### src/hw/ustat_pkg.sv
/*
 * ustat_pkg: register offsets, field positions and reset values for the
 * uart status and interrupt-flag block.
 * assumes: word-addressed byte offsets on a plain strobe register port.
 */
package ustat_pkg;
    // ------------------------------------------------------------------
    // register offsets
    // ------------------------------------------------------------------
    localparam logic [7:0]  OFF_MODEM_LINE_STATUS = 8'h14;
    localparam logic [7:0]  OFF_FIFO_STATUS       = 8'h18;
    localparam logic [7:0]  OFF_INTERRUPT_STATUS  = 8'h1C;
    localparam logic [7:0]  OFF_IRQ_ENABLE        = 8'h04;
    // ------------------------------------------------------------------
    // field positions
    // ------------------------------------------------------------------
    localparam int          MLS_CHANGE_BIT  = 0;
    localparam int          MLS_PIN_BIT     = 4;
    localparam int          MLS_LEVSEL_BIT  = 8;
    localparam int          FS_RXOVR_BIT    = 0;
    localparam int          FS_PAR_BIT      = 4;
    localparam int          FS_FRM_BIT      = 5;
    localparam int          FS_BRK_BIT      = 6;
    localparam int          FS_RXLEV_LSB    = 8;
    localparam int          FS_RXEMPTY_BIT  = 14;
    localparam int          FS_RXFULL_BIT   = 15;
    localparam int          FS_TXLEV_LSB    = 16;
    localparam int          FS_TXEMPTY_BIT  = 22;
    localparam int          FS_TXFULL_BIT   = 23;
    localparam int          FS_TXOVR_BIT    = 24;
    localparam int          FS_IDLE_BIT     = 28;
    localparam int          IS_IND_LSB      = 8;
    // enable bit order: 0 rx avail,1 tx empty,2 line,3 modem,4 tout,5 buf,8 lin
    localparam int          IRQ_SRC_COUNT   = 8;
    // ------------------------------------------------------------------
    // reset values and sizes
    // ------------------------------------------------------------------
    localparam logic [31:0] RST_FIFO_STATUS      = 32'h1040_4000;
    localparam logic [31:0] RST_INTERRUPT_STATUS = 32'h0000_0002;
    localparam logic [31:0] RST_MODEM_LINE       = 32'h0000_0110;
    localparam int          FIFO_DEPTH_DEF       = 16;
endpackage

### src/hw/ustat_sync.sv
/*
 * ustat_sync: two-flop synchroniser for one asynchronous level.
 * assumes: a single clock domain downstream; resets high, the idle line level.
 */
`timescale 1ns/1ps
module ustat_sync
    import ustat_pkg::*;
(
    input  wire logic clk,
    input  wire logic rst_n,
    input  wire logic din,
    output logic      dout
);
    logic stage1;
    logic next_stage1;
    logic next_dout;

    // the first stage feeds only the second, never any logic
    always_comb
    begin
        next_stage1 = din;
        next_dout   = stage1;
    end

    always_ff @(posedge clk or negedge rst_n)
    begin
        if (!rst_n)
        begin
            // idle-high reset so an undisturbed line shows no false edge
            stage1 <= 1'b1;
            dout   <= 1'b1;
        end
        else
        begin
            stage1 <= next_stage1;
            dout   <= next_dout;
        end
    end
endmodule

### src/hw/ustat_core.sv
/*
 * ustat_core: status and interrupt-flag logic of a uart; cts watch, fifo
 * occupancy, receive error flags and interrupt indicators.
 * assumes: datapath pulses (writes, pops, pushes, errors) are one cycle on
 * clk; cts pin is asynchronous and passes a two-flop synchroniser.
 */
// Functional notes
// RULE1: cts active level chosen by select bit
// RULE2: pin level bit mirrors raw cts pin; the code mirrors the synchronised pin, and only while cts_func_sel is set
// RULE3: cts change sets flag, write-one clears
// RULE4: write while tx full sets overflow
// RULE5: idle flag when fifo empty, shifter done
// RULE6: tx full exactly at sixteen bytes
// RULE7: tx empty on last pop, cleared by write
// RULE8: tx level counts, shows zero when full
// RULE9: rx full exactly at sixteen bytes
// RULE10: rx empty on last read, cleared on receive
// RULE11: rx level counts, shows zero when full
// RULE12: break flag, cleared by write or reset
// RULE13: framing flag, cleared by write or reset
// RULE14: parity flag set on parity mismatch
// RULE15: indicators are enable and flag
// RULE16: rx available indicator is enable and flag
// RULE17: modem flag follows cts change flag
// RULE18: buffer error while either overflow set
// RULE19: line flag while any error set
// RULE20: one irq output ORs all indicators
`timescale 1ns/1ps
module ustat_core
    import ustat_pkg::*;
#(
    parameter int DEPTH = FIFO_DEPTH_DEF
)
(
    input  wire logic        clk,
    input  wire logic        rst_n,
    input  wire logic [7:0]  reg_addr,
    input  wire logic [31:0] reg_wdata,
    input  wire logic        reg_wr,
    input  wire logic        reg_rd,
    output logic [31:0]      reg_rdata,
    input  wire logic        cts_pin,
    input  wire logic        cts_func_sel,
    input  wire logic        tx_holding_port_wr,
    input  wire logic        tx_pop,
    input  wire logic        tx_shift_busy,
    input  wire logic        rx_push,
    input  wire logic        rx_cpu_read,
    input  wire logic        rx_overflow,
    input  wire logic        rx_break_det,
    input  wire logic        rx_frame_err,
    input  wire logic        rx_parity_err,
    input  wire logic        rx_fifo_reset,
    input  wire logic        rx_avail_flag,
    input  wire logic        rx_timeout_flag,
    input  wire logic        lin_break_flag,
    output logic             cts_active,
    output logic             irq
);
    localparam int LW = $clog2(DEPTH) + 1;
    localparam logic [LW-1:0] FULL_CNT = LW'(DEPTH);

    // ------------------------------------------------------------------
    // cts synchroniser
    // ------------------------------------------------------------------
    logic cts_sync;
    ustat_sync u_cts_sync
    (
        .clk   (clk),
        .rst_n (rst_n),
        .din   (cts_pin),
        .dout  (cts_sync)
    );

    // ------------------------------------------------------------------
    // state
    // ------------------------------------------------------------------
    logic          cts_active_low_sel, next_cts_active_low_sel;
    logic          cts_pin_level,      next_cts_pin_level;
    logic          cts_change_flag,    next_cts_change_flag;
    logic          tx_overflow_flag,   next_tx_overflow_flag;
    logic          rx_overflow_flag,   next_rx_overflow_flag;
    logic          rx_break_flag,      next_rx_break_flag;
    logic          rx_frame_err_flag,  next_rx_frame_err_flag;
    logic          rx_parity_err_flag, next_rx_parity_err_flag;
    logic          tx_empty_event_flag, next_tx_empty_event_flag;
    logic [LW-1:0] tx_count,           next_tx_count;
    logic [LW-1:0] rx_count,           next_rx_count;
    logic [IRQ_SRC_COUNT-1:0] irq_en,  next_irq_en;
    logic [31:0]   next_reg_rdata;

    // ------------------------------------------------------------------
    // derived status
    // ------------------------------------------------------------------
    logic          tx_full, rx_full, tx_empty, rx_empty, tx_fully_idle_flag;
    logic          buf_err_flag, line_status_flag, modem_flag;
    logic [5:0]    tx_level, rx_level;
    logic [IRQ_SRC_COUNT-1:0] src_flag, irq_ind;
    logic          wr_mls, wr_fs, wr_ier;

    // RULE6 tx full at depth
    assign tx_full  = (tx_count == FULL_CNT);
    // RULE9 rx full at depth
    assign rx_full  = (rx_count == FULL_CNT);
    // RULE7 empty tracks occupancy: set by last pop, cleared by a write
    assign tx_empty = (tx_count == '0);
    // RULE10 rx empty by last read, cleared by a push
    assign rx_empty = (rx_count == '0);
    // RULE8 level reads zero while full, so only four bits show
    assign tx_level = tx_full ? 6'h00 : 6'(tx_count);
    // RULE11 same wrap for the receive level
    assign rx_level = rx_full ? 6'h00 : 6'(rx_count);
    // RULE5 idle only when queue empty and the stop bit is out
    assign tx_fully_idle_flag = tx_empty && !tx_shift_busy;
    // RULE18 buffer error from either overflow
    assign buf_err_flag     = tx_overflow_flag || rx_overflow_flag;
    // RULE19 line status from any receive error
    assign line_status_flag = rx_break_flag || rx_frame_err_flag || rx_parity_err_flag;
    // RULE17 modem flag is the cts change flag
    assign modem_flag       = cts_change_flag;
    // RULE1 active level select
    assign cts_active       = cts_sync ^ cts_active_low_sel;

    // source flags in enable order; bits 6 and 7 carry lin break only at 7
    assign src_flag = {lin_break_flag, 1'b0, buf_err_flag, rx_timeout_flag,
                       modem_flag, line_status_flag, tx_empty_event_flag,
                       rx_avail_flag};
    // RULE15 each indicator is enable and flag
    // RULE16 rx available included at bit 0
    assign irq_ind = irq_en & src_flag;
    // RULE20 single request is or of indicators
    assign irq = |irq_ind;

    assign wr_mls = reg_wr && (reg_addr == OFF_MODEM_LINE_STATUS);
    assign wr_fs  = reg_wr && (reg_addr == OFF_FIFO_STATUS);
    assign wr_ier = reg_wr && (reg_addr == OFF_IRQ_ENABLE);

    // flag and counter next values; a hardware set beats a clear, except the tx empty event, where a write beats the last pop
    always_comb
    begin
        next_cts_active_low_sel = cts_active_low_sel;
        next_irq_en             = irq_en;
        if (wr_mls)
            next_cts_active_low_sel = reg_wdata[MLS_LEVSEL_BIT];
        if (wr_ier)
            next_irq_en = {reg_wdata[8], 1'b0, reg_wdata[5:0]};
        // RULE2 mirror tracks only while pin function is selected
        next_cts_pin_level = cts_func_sel ? cts_sync : cts_pin_level;
        // RULE3 any cts edge sets while the pin function is selected, write one clears
        next_cts_change_flag = (cts_change_flag && !(wr_mls && reg_wdata[MLS_CHANGE_BIT]))
                               || (cts_func_sel && (cts_sync != cts_pin_level));
        // RULE4 overflow on write into a full queue
        next_tx_overflow_flag = (tx_overflow_flag && !(wr_fs && reg_wdata[FS_TXOVR_BIT]))
                                || (tx_holding_port_wr && tx_full);
        next_rx_overflow_flag = (rx_overflow_flag && !(wr_fs && reg_wdata[FS_RXOVR_BIT]))
                                || rx_overflow;
        // RULE12 break cleared by write one or fifo reset
        next_rx_break_flag = (rx_break_flag && !(wr_fs && reg_wdata[FS_BRK_BIT])
                              && !rx_fifo_reset) || rx_break_det;
        // RULE13 framing cleared by write one or fifo reset
        next_rx_frame_err_flag = (rx_frame_err_flag && !(wr_fs && reg_wdata[FS_FRM_BIT])
                                  && !rx_fifo_reset) || rx_frame_err;
        // RULE14 parity set on mismatch
        next_rx_parity_err_flag = (rx_parity_err_flag && !(wr_fs && reg_wdata[FS_PAR_BIT])
                                   && !rx_fifo_reset) || rx_parity_err;
        // RULE7 event flag set on last pop, cleared by a new write
        next_tx_empty_event_flag = tx_empty_event_flag;
        if (tx_holding_port_wr && !tx_full)
            next_tx_empty_event_flag = 1'b0;
        else if (tx_pop && tx_count == LW'(1))
            next_tx_empty_event_flag = 1'b1;
        // RULE8 tx count up on write, down on pop; writes into full dropped
        next_tx_count = tx_count;
        if ((tx_holding_port_wr && !tx_full) && !(tx_pop && !tx_empty))
            next_tx_count = tx_count + LW'(1);
        else if (!(tx_holding_port_wr && !tx_full) && (tx_pop && !tx_empty))
            next_tx_count = tx_count - LW'(1);
        // RULE11 rx count up on push, down on read; fifo reset empties it
        next_rx_count = rx_count;
        if (rx_fifo_reset)
            next_rx_count = '0;
        else if ((rx_push && !rx_full) && !(rx_cpu_read && !rx_empty))
            next_rx_count = rx_count + LW'(1);
        else if (!(rx_push && !rx_full) && (rx_cpu_read && !rx_empty))
            next_rx_count = rx_count - LW'(1);
        // register read mux; unmapped addresses read zero
        next_reg_rdata = 32'h0000_0000;
        if (reg_rd)
        begin
            case (reg_addr)
                OFF_MODEM_LINE_STATUS:
                begin
                    next_reg_rdata[MLS_LEVSEL_BIT] = cts_active_low_sel;
                    next_reg_rdata[MLS_PIN_BIT]    = cts_pin_level;
                    next_reg_rdata[MLS_CHANGE_BIT] = cts_change_flag;
                end
                OFF_FIFO_STATUS:
                begin
                    next_reg_rdata[FS_IDLE_BIT]    = tx_fully_idle_flag;
                    next_reg_rdata[FS_TXOVR_BIT]   = tx_overflow_flag;
                    next_reg_rdata[FS_TXFULL_BIT]  = tx_full;
                    next_reg_rdata[FS_TXEMPTY_BIT] = tx_empty;
                    next_reg_rdata[FS_TXLEV_LSB+:6] = tx_level;
                    next_reg_rdata[FS_RXFULL_BIT]  = rx_full;
                    next_reg_rdata[FS_RXEMPTY_BIT] = rx_empty;
                    next_reg_rdata[FS_RXLEV_LSB+:6] = rx_level;
                    next_reg_rdata[FS_BRK_BIT]     = rx_break_flag;
                    next_reg_rdata[FS_FRM_BIT]     = rx_frame_err_flag;
                    next_reg_rdata[FS_PAR_BIT]     = rx_parity_err_flag;
                    next_reg_rdata[FS_RXOVR_BIT]   = rx_overflow_flag;
                end
                OFF_INTERRUPT_STATUS:
                begin
                    next_reg_rdata[IRQ_SRC_COUNT-1:0] = src_flag;
                    next_reg_rdata[IS_IND_LSB+:IRQ_SRC_COUNT] = irq_ind;
                end
                OFF_IRQ_ENABLE:
                begin
                    // lin enable sits at bit 8 of the word, top bit inside
                    next_reg_rdata[5:0] = irq_en[5:0];
                    next_reg_rdata[8]   = irq_en[IRQ_SRC_COUNT-1];
                end
                default:
                begin
                    next_reg_rdata = 32'h0000_0000;
                end
            endcase
        end
    end

    // registering only; reset values match the documented register resets
    always_ff @(posedge clk or negedge rst_n)
    begin
        if (!rst_n)
        begin
            // select and mirror reset as for an idle-high line
            cts_active_low_sel  <= RST_MODEM_LINE[MLS_LEVSEL_BIT];
            cts_pin_level       <= RST_MODEM_LINE[MLS_PIN_BIT];
            cts_change_flag     <= RST_MODEM_LINE[MLS_CHANGE_BIT];
            tx_overflow_flag    <= 1'b0;
            rx_overflow_flag    <= 1'b0;
            rx_break_flag       <= 1'b0;
            rx_frame_err_flag   <= 1'b0;
            rx_parity_err_flag  <= 1'b0;
            tx_empty_event_flag <= 1'b1;
            tx_count            <= '0;
            rx_count            <= '0;
            irq_en              <= '0;
            reg_rdata           <= 32'h0000_0000;
        end
        else
        begin
            cts_active_low_sel  <= next_cts_active_low_sel;
            cts_pin_level       <= next_cts_pin_level;
            cts_change_flag     <= next_cts_change_flag;
            tx_overflow_flag    <= next_tx_overflow_flag;
            rx_overflow_flag    <= next_rx_overflow_flag;
            rx_break_flag       <= next_rx_break_flag;
            rx_frame_err_flag   <= next_rx_frame_err_flag;
            rx_parity_err_flag  <= next_rx_parity_err_flag;
            tx_empty_event_flag <= next_tx_empty_event_flag;
            tx_count            <= next_tx_count;
            rx_count            <= next_rx_count;
            irq_en              <= next_irq_en;
            reg_rdata           <= next_reg_rdata;
        end
    end

    // ------------------------------------------------------------------
    // assertions
    // ------------------------------------------------------------------
    AST_TX_OVF: assert property (@(posedge clk) disable iff (!rst_n) // RULE4
        tx_holding_port_wr && tx_full |=> tx_overflow_flag)
        else $error("tx overflow flag not set");
    AST_CTS_CHG: assert property (@(posedge clk) disable iff (!rst_n) // RULE3
        cts_func_sel && $changed(cts_pin_level) |-> cts_change_flag)
        else $error("cts change not flagged");
    AST_TX_FULL: assert property (@(posedge clk) disable iff (!rst_n) // RULE6
        tx_full |-> tx_level == 6'h00 && !tx_empty)
        else $error("tx full level wrong");
    AST_RX_LEV: assert property (@(posedge clk) disable iff (!rst_n) // RULE11
        rx_push && !rx_cpu_read && !rx_full && !rx_fifo_reset |=> rx_count == $past(rx_count) + LW'(1))
        else $error("rx level did not count");
    AST_BRK_CLR: assert property (@(posedge clk) disable iff (!rst_n) // RULE12
        rx_fifo_reset && !rx_break_det |=> !rx_break_flag)
        else $error("break flag survived fifo reset");
    AST_IDLE: assert property (@(posedge clk) disable iff (!rst_n) // RULE5
        tx_fully_idle_flag |-> tx_count == '0 && !tx_shift_busy)
        else $error("idle with work pending");
    AST_BUFERR: assert property (@(posedge clk) disable iff (!rst_n) // RULE18
        $fell(tx_overflow_flag) && !rx_overflow_flag |-> !buf_err_flag)
        else $error("buffer error stuck");
    AST_IRQ: assert property (@(posedge clk) disable iff (!rst_n) // RULE20
        irq_en[3] && cts_change_flag |-> irq)
        else $error("modem irq missing");
    AST_READ: assert property (@(posedge clk) disable iff (!rst_n) // RULE2
        reg_rd && reg_addr == OFF_MODEM_LINE_STATUS |=> reg_rdata[MLS_PIN_BIT] == $past(cts_pin_level))
        else $error("pin level readback wrong");
    // last byte leaving the queue raises the empty event
    AST_TX_EVT: assert property (@(posedge clk) disable iff (!rst_n) // RULE7
        tx_pop && !tx_holding_port_wr && tx_count == LW'(1) |=> tx_empty_event_flag)
        else $error("tx empty event not set");
    // last cpu read leaves the receive queue empty
    AST_RX_EMPTY: assert property (@(posedge clk) disable iff (!rst_n) // RULE10
        rx_cpu_read && !rx_push && rx_count == LW'(1) && !rx_fifo_reset |=> rx_empty)
        else $error("rx empty not set on last read");
endmodule

### config.mk
export PLATFORM = sky130hd
export DESIGN_NAME = ustat_core
export DESIGN_NICKNAME = d
export VERILOG_FILES = /design/src/hw/ustat_pkg.sv /design/src/hw/ustat_sync.sv /design/src/hw/ustat_core.sv
export SDC_FILE = /design/constraint.sdc
export NUM_CORES = 1
export LEC_CHECK = 0
export BUFFER_PORTS_ARGS = -buffer_cell sky130_fd_sc_hd__clkbuf_2
export CAP_MARGIN = 25
export CORE_MARGIN = 4
export CORE_UTILIZATION = 45
export CTS_CLUSTER_DIAMETER = 80
export DETAILED_ROUTE_END_ITERATION = 16
export PLACE_DENSITY = 0.71
export SKIP_LAST_GASP = 1
export SYNTH_ARGS = -nofsm -noshare
export SYNTH_HDL_FRONTEND = slang
export SYNTH_SLANG_ARGS = --single-unit
export TNS_END_PERCENT = 20
### constraint.sdc
create_clock -name clk -period 3.3 [get_ports clk]
set_input_delay 0.165 -clock clk [delete_from_list [all_inputs] [get_ports clk]]
set_output_delay 0.165 -clock clk [all_outputs]
set_load 0.005 [all_outputs]
==> results of run 1 <==
[cell usage in the layout (no fill, tap or decap), types with 6 or more instances in the layout]
cell,count
conb_1,7
a21oi_1,12
mux2_2,9
nand2_1,15
o21ai_0,8
nand3_1,6
mux2i_1,6
inv_1,7
dfrtp_1,48
nor2_1,20
ha_1,8
clkbuf_2,62
and2_1,8
[synthesized netlist by cell type, drive strengths merged, types with 6 or more instances]
| library cell | n |
|---|---|
| buf | 7 |
| a21oi | 12 |
| nand3 | 6 |
| mux2 | 9 |
| mux2i | 6 |
| inv | 7 |
| o21ai | 8 |
| ha | 8 |
| dfrtp | 48 |
| nand2 | 15 |
| and2 | 9 |
| nor2 | 20 |
[metrics by stage]
stage                     instance area [µm²]  utilization, %  power [mW]  hold slack [ns]
final                                    3080            55.6        1.81           0.0511
after global routing                     3080            55.6        1.93           0.0440
after CTS                                3080            55.6        1.82           0.0466
after detailed placement                 2950            53.2        1.39            0.256
after global placement                   2950            53.2        1.37            0.254
after floorplan                          2590               -        1.23           -0.131
[cells by family (layout without fill, tap and decap cells)]
kind of cell | count (synthesis) | in the layout | share of synthesized area [%]
compound gates | 48 | 48 | 12.8
xor+xnor | 8 | 8 | 2.73
fa+ha+maj | 9 | 9 | 4.67
buf+inv | 17 | 82 | 3.50
flops | 53 | 53 | 51.8
mux | 15 | 15 | 6.28
other cells | 1 | 7 | 0.146
simple gates | 85 | 85 | 18.0
[registers in the layout, summed over array words and instances, names as in the netlist]
register and cells:
rx_count 5, rx_frame_err_flag 1, tx_overflow_flag 1, cts_pin_level 1, reg_rdata 25, cts_active_low_sel 1
cts_change_flag 1, rx_overflow_flag 1, tx_count 5, tx_empty_event_flag 1, rx_break_flag 1, rx_parity_err_flag 1
u_cts_sync.dout 1, irq_en 7, u_cts_sync.next_dout 1
[routing by layer]
| metal | track usage [%] | up-vias |
|---|---|---|
| li1 | - | 978 |
| met1 | 20.8 | 934 |
| met2 | 28.1 | 58 |
| met3 | 3.26 | 8 |
| met4 | 4.97 | 0 |
| met5 | 0 | - |
[area by class of cell]
cell class,count,area share [%]
timing repair buffer,67,11.5
clock inverter,2,1.14
clock buffer,6,2.35
multi-input combinational,172,38.0
inverter,7,0.852
tap,72,2.92
sequential,53,43.2
[power by group through the flow]
stage	Combinational (mW)	Clock (mW)	Sequential, mW
after CTS	0.540	0.440	0.845
after floorplan	0.408	0	0.819
final	0.535	0.433	0.846
after global routing	0.606	0.467	0.861
after global placement	0.518	0	0.852
after detailed placement	0.536	0	0.856
[final timing paths]
path,startpoint,slack [ns],cells after the start,endpoint
worst max register to register,rx_count[1],0.47,7,rx_count[4]
max in group asynchronous,rst_n,1.98,3,cts_active_low_sel
worst max-delay path,rx_count[1],0.47,7,rx_count[4]
worst min-delay path,rx_parity_err,0.05,2,rx_parity_err_flag
min in group asynchronous,rst_n,0.49,2,tx_count[3]
worst min register to register,u_cts_sync.next_dout,0.36,0,u_cts_sync.dout
[timing repair]
item	in CTS	in global routing
hold buffers	3	0
endpoints found under the hold margin	36	0
buffers inserted	0	0
[worst max-delay path, stage by stage, from the launching register on]
cell	delay [ns]
dfrtp_1	0.48
o41a_1	0.50
nand3b_1	0.30
ha_1	0.38
nand3_1	0.11
and2_1	0.18
or4b_2	0.60
a41oi_1	0.19
==> flow_summary.json, run 1 <==
{
  "fin_ws_ns": 0.466,
  "critPathLaunchType": "register",
  "drv_slew": 0,
  "crit_fanout": 7,
  "rsz0062_at_grt": "false",
  "cts_sinks": 53,
  "syn_avg_cell_area_um2": 10.9,
  "post_cts_resize_count": 0,
  "cts_buffer_depth": 2,
  "dp_cells": 368,
  "globalplace.congestion": 0.892,
  "groute.usage.overall_pct": 16.4,
  "placementRows": 27,
  "tightest_slew_ns": 0.848,
  "vias": 1978,
  "internal_power_mw": 1.21,
  "netlist_top_cells_area": "dfrtp_1, dfstp_2, mux2_2, ha_1, nor2_1",
  "finalSetupViolCount": 0,
  "wl_met2_um": 2760,
  "synth_area_leader_cell": "dfrtp_1",
  "start_util_pct": 46.4,
  "yosysUniqueCellTypes": 51,
  "dieWidth_um": 83.6,
  "power.share.clock_pct": 23.9,
  "ys_warn_count": 0,
  "seq_area_um2": 1330,
  "wl_met3_um": 349,
  "drtIter0Drc": 100,
  "die_h_um": 83.6,
  "drc_errors": 0,
  "period_needed_ns": 2.83,
  "io_pins": 93,
  "fin_crit_sh_pct": 85.9,
  "yosysSeqAreaShare_pct": 51.8,
  "worstSetupPathType": "reg -> reg",
  "netlist_area_um2": 2570,
  "async_flop_share_pct": 100,
  "p_leak_nw": 1.49,
  "grt_first_pass_wirelength_um": 9370,
  "finalHoldViolCount": 0,
  "dr.pass1.iters": 4,
  "cap_violations": 0,
  "powerDensity_nw_per_um2": 588,
  "numCtsBuffers": 5,
  "swShare_pct": 33.3,
  "die-area_um2": 6990,
  "wl_per_cell_um": 14.8,
  "endpoint_kind": "register",
  "routed_wl_um": 5620,
  "vias_per_cell": 5.22,
  "drive_gt1_share_pct": 31.9,
  "core_area_um2": 5540,
  "io_buffers": 62,
  "pre_cts_slack_ns": 0.486,
  "timing.fmax_mhz": 353,
  "nFillCells": 516,
  "grt_max_degree": 36,
  "cp.required_ns": 3.52,
  "dr.max_layer_used": "met4",
  "grt_pass1_vias": 1987,
  "p_seq_share_pct": 46.6,
  "skew_ns": 0.00972,
  "clk_pin_slew_ns": 0.09,
  "syn_inst": 236,
  "area_delta_synth_final_pct": 19.9,
  "postRouteAntennaNets": 0,
  "ys_ff_latch": 53,
  "fin_setup_tns_ns": 0,
  "htreeDepth": 2,
  "peakVddDrop_mv": 0.303,
  "cp.arrival_ns": 3.05,
  "synth_edf_count": 0,
  "outcome": "completed",
  "power_switching_mw": 0.604,
  "multi_input_area_um2": 1170,
  "p_comb_share_pct": 29.5,
  "clock-root-buffer": "clkbuf_8",
  "slew_headroom_pct": 43.5,
  "synthFlopType": "dfrtp_1",
  "drt-met1-wl_um": 2420,
  "hold_path_class": "in -> reg",
  "clock_latency_ns": 0.30,
  "instances_no_fill": 379,
  "cts_tree": "done",
  "grt.overflow.total": 0,
  "antenna_found_initial": 0,
  "hpwl_um": 4420,
  "fin_nets": 374,
  "synth_top_cell_area_share_pct": 46.7,
  "antenna_cells": 0
}
Note: power is estimated with default switching activity, not from simulation.
==> inputs of run 2 (changes only) <==
Settings changed: CELL_PAD_IN_SITES_DETAIL_PLACEMENT from default to 0, CELL_PAD_IN_SITES_GLOBAL_PLACEMENT from default to 1, CORE_UTILIZATION 45 to 37, PLACE_DENSITY 0.71 to 0.76.
==> run 2 against run 1 <==
  * Global-route usage down 2.1 points
  * Wire length up 3.4%
  * Clock skew up 0.0011 ns
  * Fmax down 1.8%
  * Sequential share of layout area unchanged
  * Critical path type unchanged
  * Critical endpoint unchanged
  * Largest cell class unchanged
  * Highest routed layer unchanged
==> flow_summary.json, run 2 (synthesis gave the netlist of run 1 again) <==
{
  "cp.arrival_ns": 3.10,
  "drive_gt1_share_pct": 32.0,
  "p_leak_nw": 1.48,
  "tightest_slew_ns": 0.859,
  "antenna_cells": 0,
  "clock_latency_ns": 0.30,
  "vias_per_cell": 5.20,
  "largestRegisters": "reg_rdata (25), irq_en (7)",
  "io_pins": 93,
  "crit_fanout": 8,
  "fin_nets": 373,
  "critPathLaunchType": "register",
  "drtIter0Drc": 134,
  "drt-met1-wl_um": 2570,
  "fin_setup_tns_ns": 0,
  "dr.max_layer_used": "met4",
  "finalSetupViolCount": 0,
  "core_area_um2": 6760,
  "cts_hold_buf": 2,
  "worstSetupPathType": "reg -> reg",
  "clk_pin_slew_ns": 0.10,
  "hpwl_um": 4530,
  "die-area_um2": 8350,
  "htreeDepth": 2,
  "wl_met3_um": 276,
  "cap_violations": 0,
  "period_needed_ns": 2.88,
  "cp.required_ns": 3.51,
  "cts_sinks": 53,
  "cts_tree": "done",
  "endpoint_kind": "register",
  "dieWidth_um": 91.4,
  "finalHoldViolCount": 0,
  "die_h_um": 91.4,
  "fin_crit_sh_pct": 87.4,
  "grt_pass1_vias": 2022,
  "start_util_pct": 38.1,
  "utilization_pct": 45.6,
  "io_buffers": 62,
  "cts_buffer_depth": 2,
  "clock-root-buffer": "clkbuf_8",
  "groute.usage.overall_pct": 14.3,
  "vias": 2008,
  "largest_reg_flops": 25,
  "postRouteAntennaNets": 0,
  "dr.pass1.iters": 4,
  "placementRows": 30,
  "grt_max_degree": 37,
  "grt.overflow.total": 0,
  "skew_ns": 0.0108,
  "finalInstanceArea_um2": 3080,
  "rsz0062_at_grt": "false",
  "hold_path_class": "in -> reg",
  "routed_wl_um": 5810,
  "globalplace.congestion": 0.808,
  "outcome": "completed",
  "top_register": "reg_rdata",
  "drv_slew": 0,
  "powerDensity_nw_per_um2": 588,
  "drc_errors": 0,
  "peakVddDrop_mv": 0.286,
  "place_area_um2": 2960,
  "layout_commonest_cell": "clkbuf_2",
  "numCtsBuffers": 5,
  "post_cts_buffers": 0,
  "mostFrequentLayoutCells": "clkbuf_2, dfrtp_1, nor2_1",
  "antenna_found_initial": 0,
  "timing.fmax_mhz": 347,
  "slew_headroom_pct": 42.7,
  "post_cts_resize_count": 0,
  "wl_per_cell_um": 15.1,
  "wl_met2_um": 2860,
  "area_delta_synth_final_pct": 19.9,
  "grt_first_pass_wirelength_um": 9670
}
-- run 2: worst paths after layout --
check,from,end,slack [ns],cells after the start
max in group asynchronous,rst_n,u_cts_sync.next_dout,1.98,3
max,rx_count[0],rx_count[4],0.42,7
max reg2reg,rx_count[0],rx_count[4],0.42,7
min reg2reg,u_cts_sync.next_dout,u_cts_sync.dout,0.36,0
min,tx_shift_busy,reg_rdata[28],0.02,2
min in group asynchronous,rst_n,tx_count[3],0.50,2
-- run 2: stage by stage --
step | power (mW) | hold WS [ns] | instances | setup slack, ns
floorplan | 1.23 | -0.131 | 242 | 0.664
global placement | 1.38 | 0.254 | 376 | 0.511
detailed placement | 1.39 | 0.254 | 376 | 0.448
CTS | 1.82 | 0.00440 | 386 | 0.426
global route | 1.94 | 0.00109 | 386 | 0.258
finish | 1.81 | 0.0155 | 386 | 0.416
-- run 2: area by class of cell --
class                   instances  area, µm²
clock inverters                 2       35.0
fillers                       669       3670
multi-input cells             172       1170
well taps                      80        100
inverters                       7       26.3
flip-flops and latches         53       1330
repair buffers                 66        345
clock buffers                   6       72.6
-- run 2: critical path, cell delays in order, from the launching register on --
cell and delay, ns:
dfrtp_1 0.49, o41a_1 0.47, nand3b_1 0.31, ha_1 0.39, nand3_1 0.13, and2_1 0.19, or4b_2 0.61, a41oi_1 0.20
-- run 2: metal layers --
metal / track usage (%) / up-vias
li1: - / 981
met1: 18.5 / 962
met2: 23.2 / 55
met3: 3.56 / 10
met4: 4.90 / 0
met5: 0 / -
-- run 2: where the power goes --
group / internal [mW] / switching [mW] / leakage [nW]
Clock: 0.225 / 0.208 / 0.0552
Combinational: 0.256 / 0.279 / 0.746
Sequential: 0.727 / 0.115 / 0.683
